$ cat src/common/mtw_defs.svh
// register offsets, field positions, reset values and counts for the timer unit
// assumes a 32-bit AXI4-Lite register bus, one aligned word per register
`ifndef MTW_DEFS_SVH
`define MTW_DEFS_SVH

// byte addresses of the registers
`define MTW_OFF_CTRL_ONE    12'h000
`define MTW_OFF_CTRL_TWO    12'h004
`define MTW_OFF_CTRL_THREE  12'h008
`define MTW_OFF_CTRL_FOUR   12'h00c
`define MTW_OFF_CTRL_FIVE   12'h010
`define MTW_OFF_T1_BOTH     12'h014
`define MTW_OFF_T2_BOTH     12'h018
`define MTW_OFF_T4_BOTH     12'h01c
`define MTW_OFF_T4_CNT      12'h020
`define MTW_OFF_T4_RLD      12'h024
`define MTW_OFF_LCD         12'h028
`define MTW_OFF_FLAGS       12'h02c
`define MTW_OFF_CLK_SEL     12'h030
`define MTW_OFF_T3_CNT      12'h034

// field positions
`define MTW_B1_PIN_A        0
`define MTW_B1_T1_RUN       1
`define MTW_B1_DIV_SEL      2
`define MTW_B1_PRE_RUN      3
`define MTW_B2_ZC_MODE      2
`define MTW_B2_PIN_B        3
`define MTW_B3_T3_SRC       0
`define MTW_B3_T3_RUN       1
`define MTW_B3_LCD_SRC      2
`define MTW_B3_LCD_RUN      3
`define MTW_B4_WD_EN        2
`define MTW_B5_T2_RUN       0
`define MTW_B5_T4_RUN       1
`define MTW_BF_WDF          4

// counts and constants
`define MTW_PRE_DIV_LO      4'h6
`define MTW_PRE_DIV_HI      4'hc
`define MTW_ZERO8           8'h00
`define MTW_ZERO4           4'h0
`define MTW_CTRL_RST        4'h0
`define MTW_RESP_OKAY       2'b00
`define MTW_RESP_SLVERR     2'b10

`endif

$ cat src/common/mtw_pkg.sv
// types shared by the timer unit and its bench
// constants live in mtw_defs.svh
package mtw_pkg;

    // four-way count source choice, meaning depends on the timer
    typedef enum logic [1:0] {
        MTW_SRC_0 = 2'b00,
        MTW_SRC_1 = 2'b01,
        MTW_SRC_2 = 2'b10,
        MTW_SRC_3 = 2'b11
    } mtw_src_t;

    // request and watchdog flags as seen by software
    typedef struct packed {
        logic watchdog_armed_flag;
        logic timer_four_request_flag;
        logic timer_three_request_flag;
        logic timer_two_request_flag;
        logic timer_one_request_flag;
    } mtw_flags_t;

    // timer pins toward the port logic
    typedef struct packed {
        logic timer_out_pin_a;
        logic timer_io_pin_b_out;
        logic timer_io_pin_b_oe;
    } mtw_pins_t;

endpackage

$ cat src/hw/mtw_timer_unit.sv
// timer unit: prescaler, timers 1-4, watchdog flag, lcd divider, axi4-lite slave
// assumes main/sub clock enables and pin inputs are synchronous to aclk
//
// Added by the designer: the register offsets and the AXI4-Lite register port.
`timescale 1ns/1ps
`include "mtw_defs.svh"

// Notes on behaviour
// - prescaler divides system clock by 6 or 12
// - prescaler held reset while run bit low
// - timer 1 load writes counter and reload
// - timer 1 underflow sets flag and reloads
// - pin a toggles on timer 1 underflow
// - timer 2 source select and run bit
// - zero-cross flag can start timer 2
// - zero-cross mode counts only while flag set
// - timer 2 underflow sets flag and reloads
// - pin b toggles on timer 2 underflow
// - timer 3 source select and run bit
// - timer 3 flags every 256, taps 16
// - timer 3 run clear clears counter
// - timers 3 and 4 run in power-down
// - timer 4 three load kinds
// - timer 4 source select and run bit
// - timer 4 underflow sets flag and reloads
// - second underflow with flag set forces reset
// - watchdog enable, software clears flag in time
// - request flags set on underflow, cleared on service
// - lcd timer 4-bit with reload latch
module mtw_timer_unit
    import mtw_pkg::*;
(
    input  wire logic               aclk,
    input  wire logic               aresetn,
    // axi4-lite slave
    input  wire logic [11:0]        s_axi_awaddr,
    input  wire logic               s_axi_awvalid,
    output logic                    s_axi_awready,
    input  wire logic [31:0]        s_axi_wdata,
    input  wire logic [3:0]         s_axi_wstrb,
    input  wire logic               s_axi_wvalid,
    output logic                    s_axi_wready,
    output logic [1:0]              s_axi_bresp,
    output logic                    s_axi_bvalid,
    input  wire logic               s_axi_bready,
    input  wire logic [11:0]        s_axi_araddr,
    input  wire logic               s_axi_arvalid,
    output logic                    s_axi_arready,
    output logic [31:0]             s_axi_rdata,
    output logic [1:0]              s_axi_rresp,
    output logic                    s_axi_rvalid,
    input  wire logic               s_axi_rready,
    // clock enables and status inputs
    input  wire logic               main_clk_en,
    input  wire logic               sub_clk_en,
    input  wire logic               zero_cross_start_flag,
    input  wire logic               power_down_one,
    input  wire logic               timer_io_pin_b_in,
    input  wire logic               int_service_t1,
    input  wire logic               int_service_t2,
    input  wire logic               int_service_t3,
    input  wire logic               int_service_t4,
    // outputs
    output mtw_pkg::mtw_flags_t     flags,
    output mtw_pkg::mtw_pins_t      pins,
    output logic                    lcd_clock,
    output logic                    watchdog_reset
);
    import mtw_pkg::*;

    // four-way selection shared by timer 2 and timer 4 sources
    function automatic logic pick4(input logic [1:0] sel, input logic a, input logic b,
                                   input logic c, input logic d);
        case (sel)
            MTW_SRC_0: pick4 = a;
            MTW_SRC_1: pick4 = b;
            MTW_SRC_2: pick4 = c;
            default:   pick4 = d;
        endcase
    endfunction

    // control registers
    logic [3:0] timer_ctrl_one;              // pin a, t1 run, divide, prescaler run
    logic [3:0] timer_ctrl_two;              // t2 source, zero-cross mode, pin b
    logic [3:0] timer_ctrl_three;            // t3 source/run, lcd source/run
    logic [3:0] timer_ctrl_four;             // t4 source, watchdog enable
    logic [2:0] timer_ctrl_five;             // t2 run, t4 run, bit 2 spare
    logic       clock_select_register;       // 0 main clock, 1 sub clock

    // counters and reload registers
    logic [7:0] t1_cnt;
    logic [7:0] timer_one_reload;
    logic [7:0] t2_cnt;
    logic [7:0] timer_two_reload;
    logic [7:0] t3_cnt;
    logic [7:0] t4_cnt;
    logic [7:0] timer_four_reload;
    logic [3:0] lcd_cnt;
    logic [3:0] lcd_reload;
    logic [3:0] pre_cnt;                     // prescaler divide counter
    logic       t1_loaded;                   // data set since reset
    logic       t2_loaded;
    logic       t4_loaded;
    logic       pin_b_prev;                  // external count edge detect

    // axi bookkeeping
    logic        aw_held;
    logic        w_held;
    logic [11:0] aw_addr;
    logic [31:0] w_data;
    logic [3:0]  w_strb;

    // write decode, one strobe per register except the read-only timer 3 count
    wire        do_write  = aw_held && w_held && !s_axi_bvalid;
    wire        low_lane  = w_strb[0];
    wire        wr_ok     = do_write && low_lane;
    wire        wr_c1     = wr_ok && (aw_addr == `MTW_OFF_CTRL_ONE);
    wire        wr_c2     = wr_ok && (aw_addr == `MTW_OFF_CTRL_TWO);
    wire        wr_c3     = wr_ok && (aw_addr == `MTW_OFF_CTRL_THREE);
    wire        wr_c4     = wr_ok && (aw_addr == `MTW_OFF_CTRL_FOUR);
    wire        wr_c5     = wr_ok && (aw_addr == `MTW_OFF_CTRL_FIVE);
    wire        load_timer_one_both        = wr_ok && (aw_addr == `MTW_OFF_T1_BOTH);
    wire        load_timer_two_both        = wr_ok && (aw_addr == `MTW_OFF_T2_BOTH);
    wire        load_timer_four_both       = wr_ok && (aw_addr == `MTW_OFF_T4_BOTH);
    wire        load_timer_four_counter_only = wr_ok && (aw_addr == `MTW_OFF_T4_CNT);
    wire        load_timer_four_reload_only  = wr_ok && (aw_addr == `MTW_OFF_T4_RLD);
    wire        load_lcd_divider           = wr_ok && (aw_addr == `MTW_OFF_LCD);
    wire        wr_flags  = wr_ok && (aw_addr == `MTW_OFF_FLAGS);
    wire        wr_clksel = wr_ok && (aw_addr == `MTW_OFF_CLK_SEL);
    wire        wr_mapped = (aw_addr == `MTW_OFF_CTRL_ONE) || (aw_addr == `MTW_OFF_CTRL_TWO)
                         || (aw_addr == `MTW_OFF_CTRL_THREE) || (aw_addr == `MTW_OFF_CTRL_FOUR)
                         || (aw_addr == `MTW_OFF_CTRL_FIVE) || (aw_addr == `MTW_OFF_T1_BOTH)
                         || (aw_addr == `MTW_OFF_T2_BOTH) || (aw_addr == `MTW_OFF_T4_BOTH)
                         || (aw_addr == `MTW_OFF_T4_CNT) || (aw_addr == `MTW_OFF_T4_RLD)
                         || (aw_addr == `MTW_OFF_LCD) || (aw_addr == `MTW_OFF_FLAGS)
                         || (aw_addr == `MTW_OFF_CLK_SEL);
    wire [7:0]  wbyte     = w_data[7:0];
    // write-one-to-clear on the flags word stands in for the skip instruction
    wire [3:0]  flag_clr  = wr_flags ? wbyte[3:0] : 4'h0;
    wire        watchdog_clear_instr = wr_flags && wbyte[`MTW_BF_WDF];

    // system clock enable chosen by the clock select register
    wire sys_clk_en = clock_select_register ? sub_clk_en : main_clk_en;

    // prescaler stopped and held while run bit low
    wire pre_run    = timer_ctrl_one[`MTW_B1_PRE_RUN] && !power_down_one;
    // terminal count 6 or 12 per divide select
    wire [3:0] pre_term = timer_ctrl_one[`MTW_B1_DIV_SEL] ? `MTW_PRE_DIV_HI : `MTW_PRE_DIV_LO;
    wire pre_wrap   = pre_run && sys_clk_en && (pre_cnt == pre_term - 4'h1);
    wire prescaler_out_clock = pre_wrap;

    // external count input, rising edge of pin b
    wire ext_tick   = timer_io_pin_b_in && !pin_b_prev;

    // timer 1 counts prescaler output after load and run
    wire t1_en      = t1_loaded && timer_ctrl_one[`MTW_B1_T1_RUN] && !power_down_one;
    wire t1_tick    = t1_en && prescaler_out_clock;
    // underflow is the pulse after zero
    wire t1_uf      = t1_tick && (t1_cnt == `MTW_ZERO8);

    // timer 2 source from control two bits 0 and 1
    wire t2_src     = pick4(timer_ctrl_two[1:0], main_clk_en, t1_uf, prescaler_out_clock,
                            ext_tick);
    // zero-cross flag replaces the run bit as trigger
    // counts only while the flag stays set
    wire t2_gate    = timer_ctrl_two[`MTW_B2_ZC_MODE] ? zero_cross_start_flag
                                                      : timer_ctrl_five[`MTW_B5_T2_RUN];
    wire t2_tick    = t2_loaded && t2_gate && !power_down_one && t2_src;
    wire t2_uf      = t2_tick && (t2_cnt == `MTW_ZERO8);

    // timer 3 source sub clock or timer 2 underflow
    // no power-down gate on timers 3 and 4
    wire t3_run     = timer_ctrl_three[`MTW_B3_T3_RUN];
    wire t3_tick    = t3_run && (timer_ctrl_three[`MTW_B3_T3_SRC] ? t2_uf : sub_clk_en);
    // divide by 256 underflow and divide by 16 tap
    wire t3_uf      = t3_tick && (t3_cnt == `MTW_ZERO8);
    wire t3_mid     = t3_tick && (t3_cnt[3:0] == `MTW_ZERO4);

    // timer 4 source from control four bits 0 and 1
    wire t4_src     = pick4(timer_ctrl_four[1:0], main_clk_en, t3_uf, t2_uf,
                            prescaler_out_clock);
    wire t4_tick    = t4_loaded && timer_ctrl_five[`MTW_B5_T4_RUN] && t4_src;
    wire t4_uf      = t4_tick && (t4_cnt == `MTW_ZERO8);

    // lcd divider source: timer 3 tap or underflow
    wire lcd_tick   = timer_ctrl_three[`MTW_B3_LCD_RUN]
                   && (timer_ctrl_three[`MTW_B3_LCD_SRC] ? t3_uf : t3_mid);
    wire lcd_uf     = lcd_tick && (lcd_cnt == `MTW_ZERO4);

    // watchdog trips on underflow with flag still set
    wire wd_trip    = t4_uf && flags.watchdog_armed_flag
                   && timer_ctrl_four[`MTW_B4_WD_EN];

    // read decode
    // counts read raw, software must stop the timer first
    wire [7:0] rd_flags = {3'h0, flags.watchdog_armed_flag, flags.timer_four_request_flag,
                           flags.timer_three_request_flag, flags.timer_two_request_flag,
                           flags.timer_one_request_flag};
    logic [7:0] rd_byte;
    logic       rd_hit;
    always_comb begin
        rd_hit  = 1'b1;
        rd_byte = `MTW_ZERO8;
        unique case (s_axi_araddr)
            `MTW_OFF_CTRL_ONE:   rd_byte = {4'h0, timer_ctrl_one};
            `MTW_OFF_CTRL_TWO:   rd_byte = {4'h0, timer_ctrl_two};
            `MTW_OFF_CTRL_THREE: rd_byte = {4'h0, timer_ctrl_three};
            `MTW_OFF_CTRL_FOUR:  rd_byte = {4'h0, timer_ctrl_four};
            `MTW_OFF_CTRL_FIVE:  rd_byte = {5'h00, timer_ctrl_five};
            `MTW_OFF_T1_BOTH:    rd_byte = t1_cnt;
            `MTW_OFF_T2_BOTH:    rd_byte = t2_cnt;
            `MTW_OFF_T4_BOTH:    rd_byte = t4_cnt;
            `MTW_OFF_T4_CNT:     rd_byte = t4_cnt;
            `MTW_OFF_T4_RLD:     rd_byte = timer_four_reload;
            `MTW_OFF_LCD:        rd_byte = {4'h0, lcd_cnt};
            `MTW_OFF_FLAGS:      rd_byte = rd_flags;
            `MTW_OFF_CLK_SEL:    rd_byte = {7'h00, clock_select_register};
            `MTW_OFF_T3_CNT:     rd_byte = t3_cnt;
            default:             rd_hit  = 1'b0;   // unmapped: slverr, zero data
        endcase
    end

    // axi write channel: hold address and data until both are in
    always_ff @(posedge aclk) begin
        if (!aresetn) begin
            aw_held       <= 1'b0;
            w_held        <= 1'b0;
            aw_addr       <= 12'h000;
            w_data        <= 32'h0000_0000;
            w_strb        <= 4'h0;
            s_axi_awready <= 1'b0;
            s_axi_wready  <= 1'b0;
            s_axi_bvalid  <= 1'b0;
            s_axi_bresp   <= `MTW_RESP_OKAY;
        end else begin
            // ready only while the slot is empty, so one write at a time
            s_axi_awready <= !aw_held && !s_axi_awready && !s_axi_bvalid;
            s_axi_wready  <= !w_held && !s_axi_wready && !s_axi_bvalid;
            if (s_axi_awvalid && s_axi_awready) begin
                aw_held <= 1'b1;
                aw_addr <= s_axi_awaddr;
            end
            if (s_axi_wvalid && s_axi_wready) begin
                w_held <= 1'b1;
                w_data <= s_axi_wdata;
                w_strb <= s_axi_wstrb;
            end
            if (do_write) begin
                aw_held      <= 1'b0;
                w_held       <= 1'b0;
                s_axi_bvalid <= 1'b1;
                s_axi_bresp  <= wr_mapped ? `MTW_RESP_OKAY : `MTW_RESP_SLVERR;
            end else if (s_axi_bvalid && s_axi_bready) begin
                s_axi_bvalid <= 1'b0;
            end
        end
    end

    // axi read channel: address taken, data one cycle later
    always_ff @(posedge aclk) begin
        if (!aresetn) begin
            s_axi_arready <= 1'b0;
            s_axi_rvalid  <= 1'b0;
            s_axi_rdata   <= 32'h0000_0000;
            s_axi_rresp   <= `MTW_RESP_OKAY;
        end else begin
            s_axi_arready <= !s_axi_arready && !s_axi_rvalid && !s_axi_arvalid ? 1'b1
                           : (!s_axi_rvalid && !(s_axi_arvalid && s_axi_arready));
            if (s_axi_arvalid && s_axi_arready) begin
                s_axi_rvalid <= 1'b1;
                s_axi_rdata  <= {24'h000000, rd_byte};
                s_axi_rresp  <= rd_hit ? `MTW_RESP_OKAY : `MTW_RESP_SLVERR;
            end else if (s_axi_rvalid && s_axi_rready) begin
                s_axi_rvalid <= 1'b0;
            end
        end
    end

    // control registers
    // reset stops every counter
    always_ff @(posedge aclk) begin
        if (!aresetn) begin
            timer_ctrl_one        <= `MTW_CTRL_RST;
            timer_ctrl_two        <= `MTW_CTRL_RST;
            timer_ctrl_three      <= `MTW_CTRL_RST;
            timer_ctrl_four       <= `MTW_CTRL_RST;
            timer_ctrl_five       <= 3'h0;
            clock_select_register <= 1'b0;
        end else begin
            if (wr_c1) timer_ctrl_one   <= wbyte[3:0];
            if (wr_c2) timer_ctrl_two   <= wbyte[3:0];
            if (wr_c3) timer_ctrl_three <= wbyte[3:0];
            if (wr_c4) timer_ctrl_four  <= wbyte[3:0];
            if (wr_c5) timer_ctrl_five  <= wbyte[2:0];
            if (wr_clksel) clock_select_register <= wbyte[0];
        end
    end

    // prescaler
    always_ff @(posedge aclk) begin
        if (!aresetn || !pre_run) begin
            pre_cnt <= `MTW_ZERO4;
        end else if (sys_clk_en) begin
            pre_cnt <= pre_wrap ? `MTW_ZERO4 : pre_cnt + 4'h1;
        end
    end

    // timer 1 and timer 2 counters
    always_ff @(posedge aclk) begin
        if (!aresetn) begin
            t1_cnt           <= `MTW_ZERO8;
            timer_one_reload <= `MTW_ZERO8;
            t1_loaded        <= 1'b0;
            t2_cnt           <= `MTW_ZERO8;
            timer_two_reload <= `MTW_ZERO8;
            t2_loaded        <= 1'b0;
            pin_b_prev       <= 1'b0;
        end else begin
            pin_b_prev <= timer_io_pin_b_in;
            // one write sets counter and reload
            if (load_timer_one_both) begin
                t1_cnt           <= wbyte;
                timer_one_reload <= wbyte;
                t1_loaded        <= 1'b1;
            end else if (t1_tick) begin
                // reload on underflow, divide by n+1
                t1_cnt <= t1_uf ? timer_one_reload : t1_cnt - 8'h01;
            end
            if (load_timer_two_both) begin
                t2_cnt           <= wbyte;
                timer_two_reload <= wbyte;
                t2_loaded        <= 1'b1;
            end else if (t2_tick) begin
                t2_cnt <= t2_uf ? timer_two_reload : t2_cnt - 8'h01;
            end
        end
    end

    // timer 3 fixed divider
    always_ff @(posedge aclk) begin
        if (!aresetn || !t3_run) begin
            // run clear clears counter, taps stop
            t3_cnt <= `MTW_ZERO8;
        end else if (t3_tick) begin
            t3_cnt <= t3_cnt - 8'h01;
        end
    end

    // timer 4 with three load kinds
    always_ff @(posedge aclk) begin
        if (!aresetn) begin
            t4_cnt            <= `MTW_ZERO8;
            timer_four_reload <= `MTW_ZERO8;
            t4_loaded         <= 1'b0;
        end else begin
            if (load_timer_four_both || load_timer_four_reload_only) begin
                timer_four_reload <= wbyte;
            end
            if (load_timer_four_both || load_timer_four_counter_only) begin
                t4_cnt    <= wbyte;
                t4_loaded <= 1'b1;
            end else if (t4_tick) begin
                t4_cnt <= t4_uf ? timer_four_reload : t4_cnt - 8'h01;
            end
        end
    end

    // lcd divider: 4-bit counter plus divide by two
    always_ff @(posedge aclk) begin
        if (!aresetn) begin
            lcd_cnt    <= `MTW_ZERO4;
            lcd_reload <= `MTW_ZERO4;
            lcd_clock  <= 1'b0;
        end else begin
            // one write sets counter and latch
            if (load_lcd_divider) begin
                lcd_cnt    <= wbyte[3:0];
                lcd_reload <= wbyte[3:0];
            end else if (lcd_tick) begin
                lcd_cnt <= lcd_uf ? lcd_reload : lcd_cnt - 4'h1;
            end
            if (lcd_uf) lcd_clock <= !lcd_clock;
        end
    end

    // request flags and watchdog; a set in the clear cycle wins
    always_ff @(posedge aclk) begin
        if (!aresetn) begin
            flags          <= '0;
            watchdog_reset <= 1'b0;
        end else begin
            // set on underflow, cleared by service or skip
            flags.timer_one_request_flag <= t1_uf
                || (flags.timer_one_request_flag && !flag_clr[0] && !int_service_t1);
            flags.timer_two_request_flag <= t2_uf
                || (flags.timer_two_request_flag && !flag_clr[1] && !int_service_t2);
            flags.timer_three_request_flag <= t3_uf
                || (flags.timer_three_request_flag && !flag_clr[2] && !int_service_t3);
            flags.timer_four_request_flag <= t4_uf
                || (flags.timer_four_request_flag && !flag_clr[3] && !int_service_t4);
            // flag set by timer 4 underflow
            // clear instruction, armed only when enabled
            flags.watchdog_armed_flag <= (t4_uf && timer_ctrl_four[`MTW_B4_WD_EN])
                || (flags.watchdog_armed_flag && !watchdog_clear_instr);
            // one-cycle request to the system reset logic
            watchdog_reset <= wd_trip;
        end
    end

    // timer pins
    always_ff @(posedge aclk) begin
        if (!aresetn) begin
            pins <= '0;
        end else begin
            // pin a is timer 1 underflow halved
            if (!timer_ctrl_one[`MTW_B1_PIN_A]) pins.timer_out_pin_a <= 1'b0;
            else if (t1_uf) pins.timer_out_pin_a <= !pins.timer_out_pin_a;
            // pin b is timer 2 underflow halved
            pins.timer_io_pin_b_oe <= timer_ctrl_two[`MTW_B2_PIN_B];
            if (!timer_ctrl_two[`MTW_B2_PIN_B]) pins.timer_io_pin_b_out <= 1'b0;
            else if (t2_uf) pins.timer_io_pin_b_out <= !pins.timer_io_pin_b_out;
        end
    end

endmodule

$ cat config.mk
export PLATFORM = sky130hd
export DESIGN_NAME = mtw_timer_unit
export DESIGN_NICKNAME = d
export VERILOG_FILES = /design/src/common/mtw_pkg.sv /design/src/hw/mtw_timer_unit.sv
export VERILOG_INCLUDE_DIRS = /design/src /design/src/common
export SDC_FILE = /design/constraint.sdc
export NUM_CORES = 1
export LEC_CHECK = 0
export BUFFER_PORTS_ARGS = -buffer_cell sky130_fd_sc_hd__buf_4
export CAP_MARGIN = 20
export CORE_ASPECT_RATIO = 0.6
export CORE_UTILIZATION = 32
export DETAILED_ROUTE_END_ITERATION = 10
export PLACE_DENSITY = 0.54
export SLEW_MARGIN = 20
export SYNTH_ARGS = -nofsm -noshare
export SYNTH_HDL_FRONTEND = slang
export SYNTH_SLANG_ARGS = --single-unit
$ cat constraint.sdc
create_clock -name aclk -period 4.62 [get_ports aclk]
set_clock_uncertainty 0.1 [all_clocks]
set_input_delay 0.924 -clock aclk [delete_from_list [all_inputs] [get_ports aclk]]
set_output_delay 0.924 -clock aclk [all_outputs]
set_load 0.01 [all_outputs]
Yosys cells after proc, flatten, opt, wreduce, memory -nomap -nowiden

Cells that the tools add are included.

$mul: 0
Reductions and logical operators: 129
Magnitude comparators: 0
Shifts and indexed selects: 0
Muxes and demuxes: 30
Add/subtract/negate cells: 7
Div/mod/pow operators: 0
Bitwise operators: 1
Eq/ne operators: 30

Operator list:

| cell                | number |
|---|---|
| $eq 12x6->1 const B | 11 |
| $pmux 8 s13         | 1 |
| $eq 12x5->1 const B | 8 |
| $mux 8              | 9 |
| $logic_and 1x1->1   | 61 |
| $eq 12x4->1 const B | 4 |
| $logic_not 8->1     | 4 |
| $sub 8x1->8 const B | 4 |
| $logic_not 1->1     | 26 |
| $eq 12x3->1 const B | 2 |
| $logic_not 12->1    | 2 |
| $mux 4              | 6 |
| $logic_or 1x1->1    | 21 |
| $reduce_or 14->1    | 1 |
| $reduce_bool 2->1   | 6 |
| $mux 1              | 10 |
| $logic_not 4->1     | 2 |
| $sub 4x1->4 const B | 2 |
| $pmux 1 s3          | 2 |
| $add 4x1->4 const B | 1 |
| $eq 2x1->1 const B  | 2 |
| $eq 2x2->1 const B  | 2 |
| $eq 4x4->1          | 1 |
| $logic_not 2->1     | 2 |
| 4 further kinds     | 7 |

Logic and storage cells: 240
Memory bits (writable): 0
Memories kept: 0
Bits in read-only memories: 0
Input bits: 76
Bits in latches: 0
Flip-flop bits (word level): 142

Depth between registers and ports, before layout

Depth after elaboration: 18
Depth in mapped cells: 12
Gate-level depth less buffers: 10

Worst setup path after synthesis

Ideal clock, no wire load.

Path type: input to register
Start point: input port power_down_one
End point: register t4_cnt[6]
Stages on the path: 9
Path buffers: 1
Data arrival time: 3.322 ns
Setup slack: 1.124 ns
Data required time: 4.446 ns
Cells stage by stage: nor2b_1 -> o2111ai_4 -> o311ai_2 -> a21boi_2 -> or4_4 -> and2_4 -> buf_6 -> or4_1 -> a31oi_1

Longest elaborated chain between the ends: 18
Elaborated cells on any way between the ends: 21
Those cells by class: mux (6); reduce/logical (15)

Ends and longest elaborated chain:

| element                        | line                                                                | source |
|---|---|---|
| start, declared                | mtw_timer_unit.sv:57                                                | `input wire logic power_down_one,` |
| $logic_not 1->1 *              | mtw_timer_unit.sv:146, mtw_timer_unit.sv:156, mtw_timer_unit.sv:168 |  |
| $logic_and 1x1->1              | mtw_timer_unit.sv:146                                               | `` wire pre_run = timer_ctrl_one[`MTW_B1_PRE_RUN] && !power_down_one; `` |
| $logic_and 1x1->1 (2 in a row) | mtw_timer_unit.sv:149                                               | `wire pre_wrap = pre_run && sys_clk_en && (pre_cnt == pre_term - 4'h1);` |
| $logic_and 1x1->1              | mtw_timer_unit.sv:157                                               | `wire t1_tick = t1_en && prescaler_out_clock;` |
| $logic_and 1x1->1              | mtw_timer_unit.sv:159                                               | `` wire t1_uf = t1_tick && (t1_cnt == `MTW_ZERO8); `` |
| $pmux 1 s3                     | mtw_timer_unit.sv:74                                                | `case (sel)` |
| $logic_and 1x1->1              | mtw_timer_unit.sv:168                                               | `wire t2_tick = t2_loaded && t2_gate && !power_down_one && t2_src;` |
| $logic_and 1x1->1              | mtw_timer_unit.sv:169                                               | `` wire t2_uf = t2_tick && (t2_cnt == `MTW_ZERO8); `` |
| $mux 1                         | mtw_timer_unit.sv:174                                               | `` wire t3_tick = t3_run && (timer_ctrl_three[`MTW_B3_T3_SRC] ? t2_uf : sub_clk_en); `` |
| $logic_and 1x1->1              | mtw_timer_unit.sv:174                                               |  |
| $logic_and 1x1->1              | mtw_timer_unit.sv:176                                               | `` wire t3_uf = t3_tick && (t3_cnt == `MTW_ZERO8); `` |
| $pmux 1 s3 *                   | mtw_timer_unit.sv:74                                                |  |
| $logic_and 1x1->1 *            | mtw_timer_unit.sv:182                                               | `` wire t4_tick = t4_loaded && timer_ctrl_five[`MTW_B5_T4_RUN] && t4_src; `` |
| $logic_and 1x1->1              | mtw_timer_unit.sv:183                                               | `` wire t4_uf = t4_tick && (t4_cnt == `MTW_ZERO8); `` |
| $mux 8                         | mtw_timer_unit.sv:363                                               | `t4_cnt <= t4_uf ? timer_four_reload : t4_cnt - 8'h01;` |
| $mux 8                         | mtw_timer_unit.sv:362                                               | `end else if (t4_tick) begin` |
| $mux 8                         | mtw_timer_unit.sv:359                                               | `if (load_timer_four_both \|\| load_timer_four_counter_only) begin` |
| end signal, assigned           | mtw_timer_unit.sv:352                                               | `` t4_cnt <= `MTW_ZERO8; `` |
| end signal, assigned           | mtw_timer_unit.sv:360                                               | `t4_cnt <= wbyte;` |
| end signal, assigned           | mtw_timer_unit.sv:363                                               |  |
| end, declared                  | mtw_timer_unit.sv:96                                                | `logic [7:0] t4_cnt;` |

Mark *: on every way between the ends. The rest lies on a longest branch, timed or not. The select of a mux whose other input is x is not followed.
A chain may end at the register's enable or synchronous reset.

Final worst setup path

Start point: register t3_cnt[0]
End point: register t4_cnt[6]

Longest elaborated chain between the ends: 8
Elaborated cells on any way between the ends: 9
Those cells by class: mux (4); reduce/logical (5)

Ends and longest elaborated chain:

| element                            | line                  | source |
|---|---|---|
| start, declared                    | mtw_timer_unit.sv:95  | `logic [7:0] t3_cnt;` |
| start signal, assigned             | mtw_timer_unit.sv:343 | `` t3_cnt <= `MTW_ZERO8; `` |
| start signal, assigned             | mtw_timer_unit.sv:345 | `t3_cnt <= t3_cnt - 8'h01;` |
| $logic_not 8->1 (no source line) * | --                    |  |
| $logic_and 1x1->1 *                | mtw_timer_unit.sv:176 |  |
| $pmux 1 s3 *                       | mtw_timer_unit.sv:74  |  |
| $logic_and 1x1->1 *                | mtw_timer_unit.sv:182 |  |
| $logic_and 1x1->1                  | mtw_timer_unit.sv:183 |  |
| $mux 8                             | mtw_timer_unit.sv:363 |  |
| $mux 8                             | mtw_timer_unit.sv:362 |  |
| $mux 8                             | mtw_timer_unit.sv:359 |  |

Marks and branches as above.

==> impl_metrics.yaml <==
logic_synthesis:
  ys_seq_area_share_pct: 38.67
  yosysUniqueCellTypes: 70
  syn-cell-area_mm2: 0.007247
  ys.warnings.count: 0
  synthArstFlopShare_pct: 0
  avgSynthCellArea_um2: 8.235
  synth_edf_count: 0
  synth_cells: 880
  ys.flop_type: "dfxtp_1"
  synth-seq-cells: 140
final_layout:
  final_cells: 1253
  final_util_pct: 38.86
  fin_area_mm2: 0.008597
  diodes: 0
  multi_input_area_mm2: 0.004061
  drive_gt1_share_pct: 14.50
  nFillCells: 2291
  seq_area_mm2: 0.002803
  area_growth_pct: 18.63
  finalNetCount: 1016
drt:
  drt_iter0_markers: 538
  wirelength_um: 22150
  postRouteAntennaNets: 0
  drc_errors: 0
  vias: 6379
  via_per_inst: 5.091
  wl_per_cell_um: 17.68
  first_pass_iters: 5
cts:
  cts.sinks: 140
  cts_buffers: 17
  clkLatencyLatePin_ps: 440
  cts-root-buf: "clkbuf_16"
  clkSlewWorstSetupHoldPaths_ps: 60
  cts_tree: "yes"
  cts_setup_buffers: 0
  ctsHoldBuffers: 0
  cts_resized: 0
  ctsHtreeMaxLevel: 4
  clock_path_buffers: 2
grt:
  overflow: 0
  grt_util_all_layers_pct: 19.37
  grt_max_degree: 95
  antenna_found_initial: 0
  grt_pass1_wl_um: 34050
  grt_pass1_vias: 5826
setup_path:
  rr_worst_depth: 10
  cp-start-kind: "flop"
  crit_type: "reg2reg"
  critPathRequiredTime_ps: 4870
  slowest_stage: "nor4bb_1"
  critPathBufInv: 1
  endpoint_kind: "flop"
  r2r_slack_ps: 950
  crit_fanout: 16
  reg2reg_from: "t3_cnt[0]$_SDFFE_PP0N_"
  crit_chain: "inv_1, ha_1, nor4bb_1, nand4_2, a2111oi_4, a21boi_2, or4_4, and2_4, or4_1, a31oi_1"
  path_delay_family: "simple AND/OR/NAND/NOR gates"
  critPathMaxStageDelay_ps: 710
  reg2reg_to: "t4_cnt[6]$_SDFFE_PN0P_"
  critical_path_arrival_ps: 3910
timing:
  period_share_pct: 79.40
  slew_viol_final: 0
  hold-worst-slack_ps: 354.9
  tns_ps: 0
  grt_setup_unrepaired: "false"
  setup_viol: 0
  worstMarginPinSlew_ps: 1045
  layout_setup_ws_ps: 951.9
  min_period_ps: 3668
  finalHoldViolCount: 0
  clock.fmax_ghz: 0.2726
  relSlewSlack_pct: 29.97
job:
  maxCapViolCount: 0
pwr:
  p_leak_nw: 3.111
  vdd_drop_max_v: 0.0002663
  power_density_mw_per_mm2: 337.2
  power_mw: 2.899
placed_design:
  gp_congestion: 0.9016
  post-place-cells: 1221
  place_ws_ps: 862.5
  dpl.hpwl_um: 15920
  placedInstanceArea_mm2: 0.007948
  io_buffers: 73
floorplanning:
  coreArea_mm2: 0.02212
  die_area_mm2: 0.02327
  fp-row-count: 42
  die_w_um: 196.3
  initial_core_util_pct: 32.76
  io_pins: 127
  chipHeight_um: 118.6
hold_path:
  worstHoldPathType: "reg2reg"
  hold_end: "s_axi_arready$_SDFF_PN0_"
  worstHoldStart: "s_axi_rvalid$_SDFFE_PN0P_"
  hold_path_depth: 1
status:
  outcome: "completed"
[routing by layer]
metal,track usage (%),share of wire (%),vias to the layer above
met1,29.01,52,2998
met2,25.71,39,197
li1,-,-,3167
met4,4.346,0.64,0
met5,0,0,-
met3,6.935,8.0,17
[report_power, final]
part	total (mW)	switching [mW]	internal [mW]
Sequential	1.25	0.0257	1.22
Combinational	0.143	0.0816	0.0615
Clock	1.51	0.556	0.952
[cell type report]
cell class,count,area share (%)
multi-input combinational,668,47.24
sequential,140,32.60
timing repair buffer,81,7.073
clock buffer,20,5.429
tap,308,4.483
clock inverter,12,2.125
inverter,24,1.048
[sequential cells by signal (all words and copies together), names as in the netlist, 5 cells and up]
name,count
t2_cnt,8
timer_two_reload,8
t3_cnt,8
t1_cnt,8
timer_one_reload,8
w_data,8
t4_cnt,8
s_axi_rdata,8
timer_four_reload,8
aw_addr,12
flags,5
[cells in the final DEF, fill, tap and decap left out, types with 9 or more instances in the layout]
cell       instances
inv_1             24
nor2b_1           22
dfxtp_1          140
nor2_1            54
nand2b_1          12
clkbuf_16         17
buf_4             81
a21boi_0          68
o21a_1             9
nand2_1          153
nor3_1            23
xor2_1             9
a21oi_1           29
mux2_2            11
mux2i_1           28
o21ai_0           53
conb_1            26
and2_1            17
nand3_1           15
[synth_stat cells (7+ instances only)]
master	count	area, um^2
and2_1	17	106.4
a31oi_1	7	43.79
dfxtp_1	140	2803
clkbuf_1	44	165.2
o221ai_1	7	61.31
a211oi_1	8	60.06
nand3b_1	7	52.55
nor2_1	54	202.7
a21boi_0	68	510.5
nand2b_1	12	75.07
inv_1	24	90.09
nor2b_1	22	137.6
mux2_2	11	123.9
o21ai_0	53	265.3
xor2_1	9	78.83
buf_4	26	195.2
nand3_1	15	75.07
nand4_1	7	43.79
a21oi_1	29	145.1
mux2i_1	28	280.3
nand2_1	153	574.3
o21a_1	9	67.56
ha_1	8	100.1
nor3_1	23	115.1
[worst max path at each step]
stage	endpoint	startpoint	cells after the start
3_3_place_gp	t4_cnt[6]$_SDFFE_PN0P_	power_down_one	9
6_report	t4_cnt[6]$_SDFFE_PN0P_	t3_cnt[0]$_SDFFE_PP0N_	10
3_5_place_dp	t4_cnt[6]$_SDFFE_PN0P_	power_down_one	9
4_1_cts	t4_cnt[6]$_SDFFE_PN0P_	t3_cnt[0]$_SDFFE_PP0N_	10
5_1_grt	t4_cnt[6]$_SDFFE_PN0P_	t3_cnt[0]$_SDFFE_PP0N_	10
2_1_floorplan	t4_cnt[6]$_SDFFE_PN0P_	power_down_one	9
[kinds of logic (layout without fill, tap and decap cells)]
kind of cell / Yosys count / in the layout / share of synthesized area [%]
compound gates: 231 / 231 / 22.31
xor+xnor: 15 / 15 / 1.813
fa+ha+maj: 8 / 8 / 1.381
buf+inv: 97 / 137 / 6.578
flops: 140 / 140 / 38.67
mux: 39 / 39 / 5.577
other cells: 1 / 26 / 0.05175
simple gates: 349 / 349 / 23.62
(Power assumes the default switching activity.)
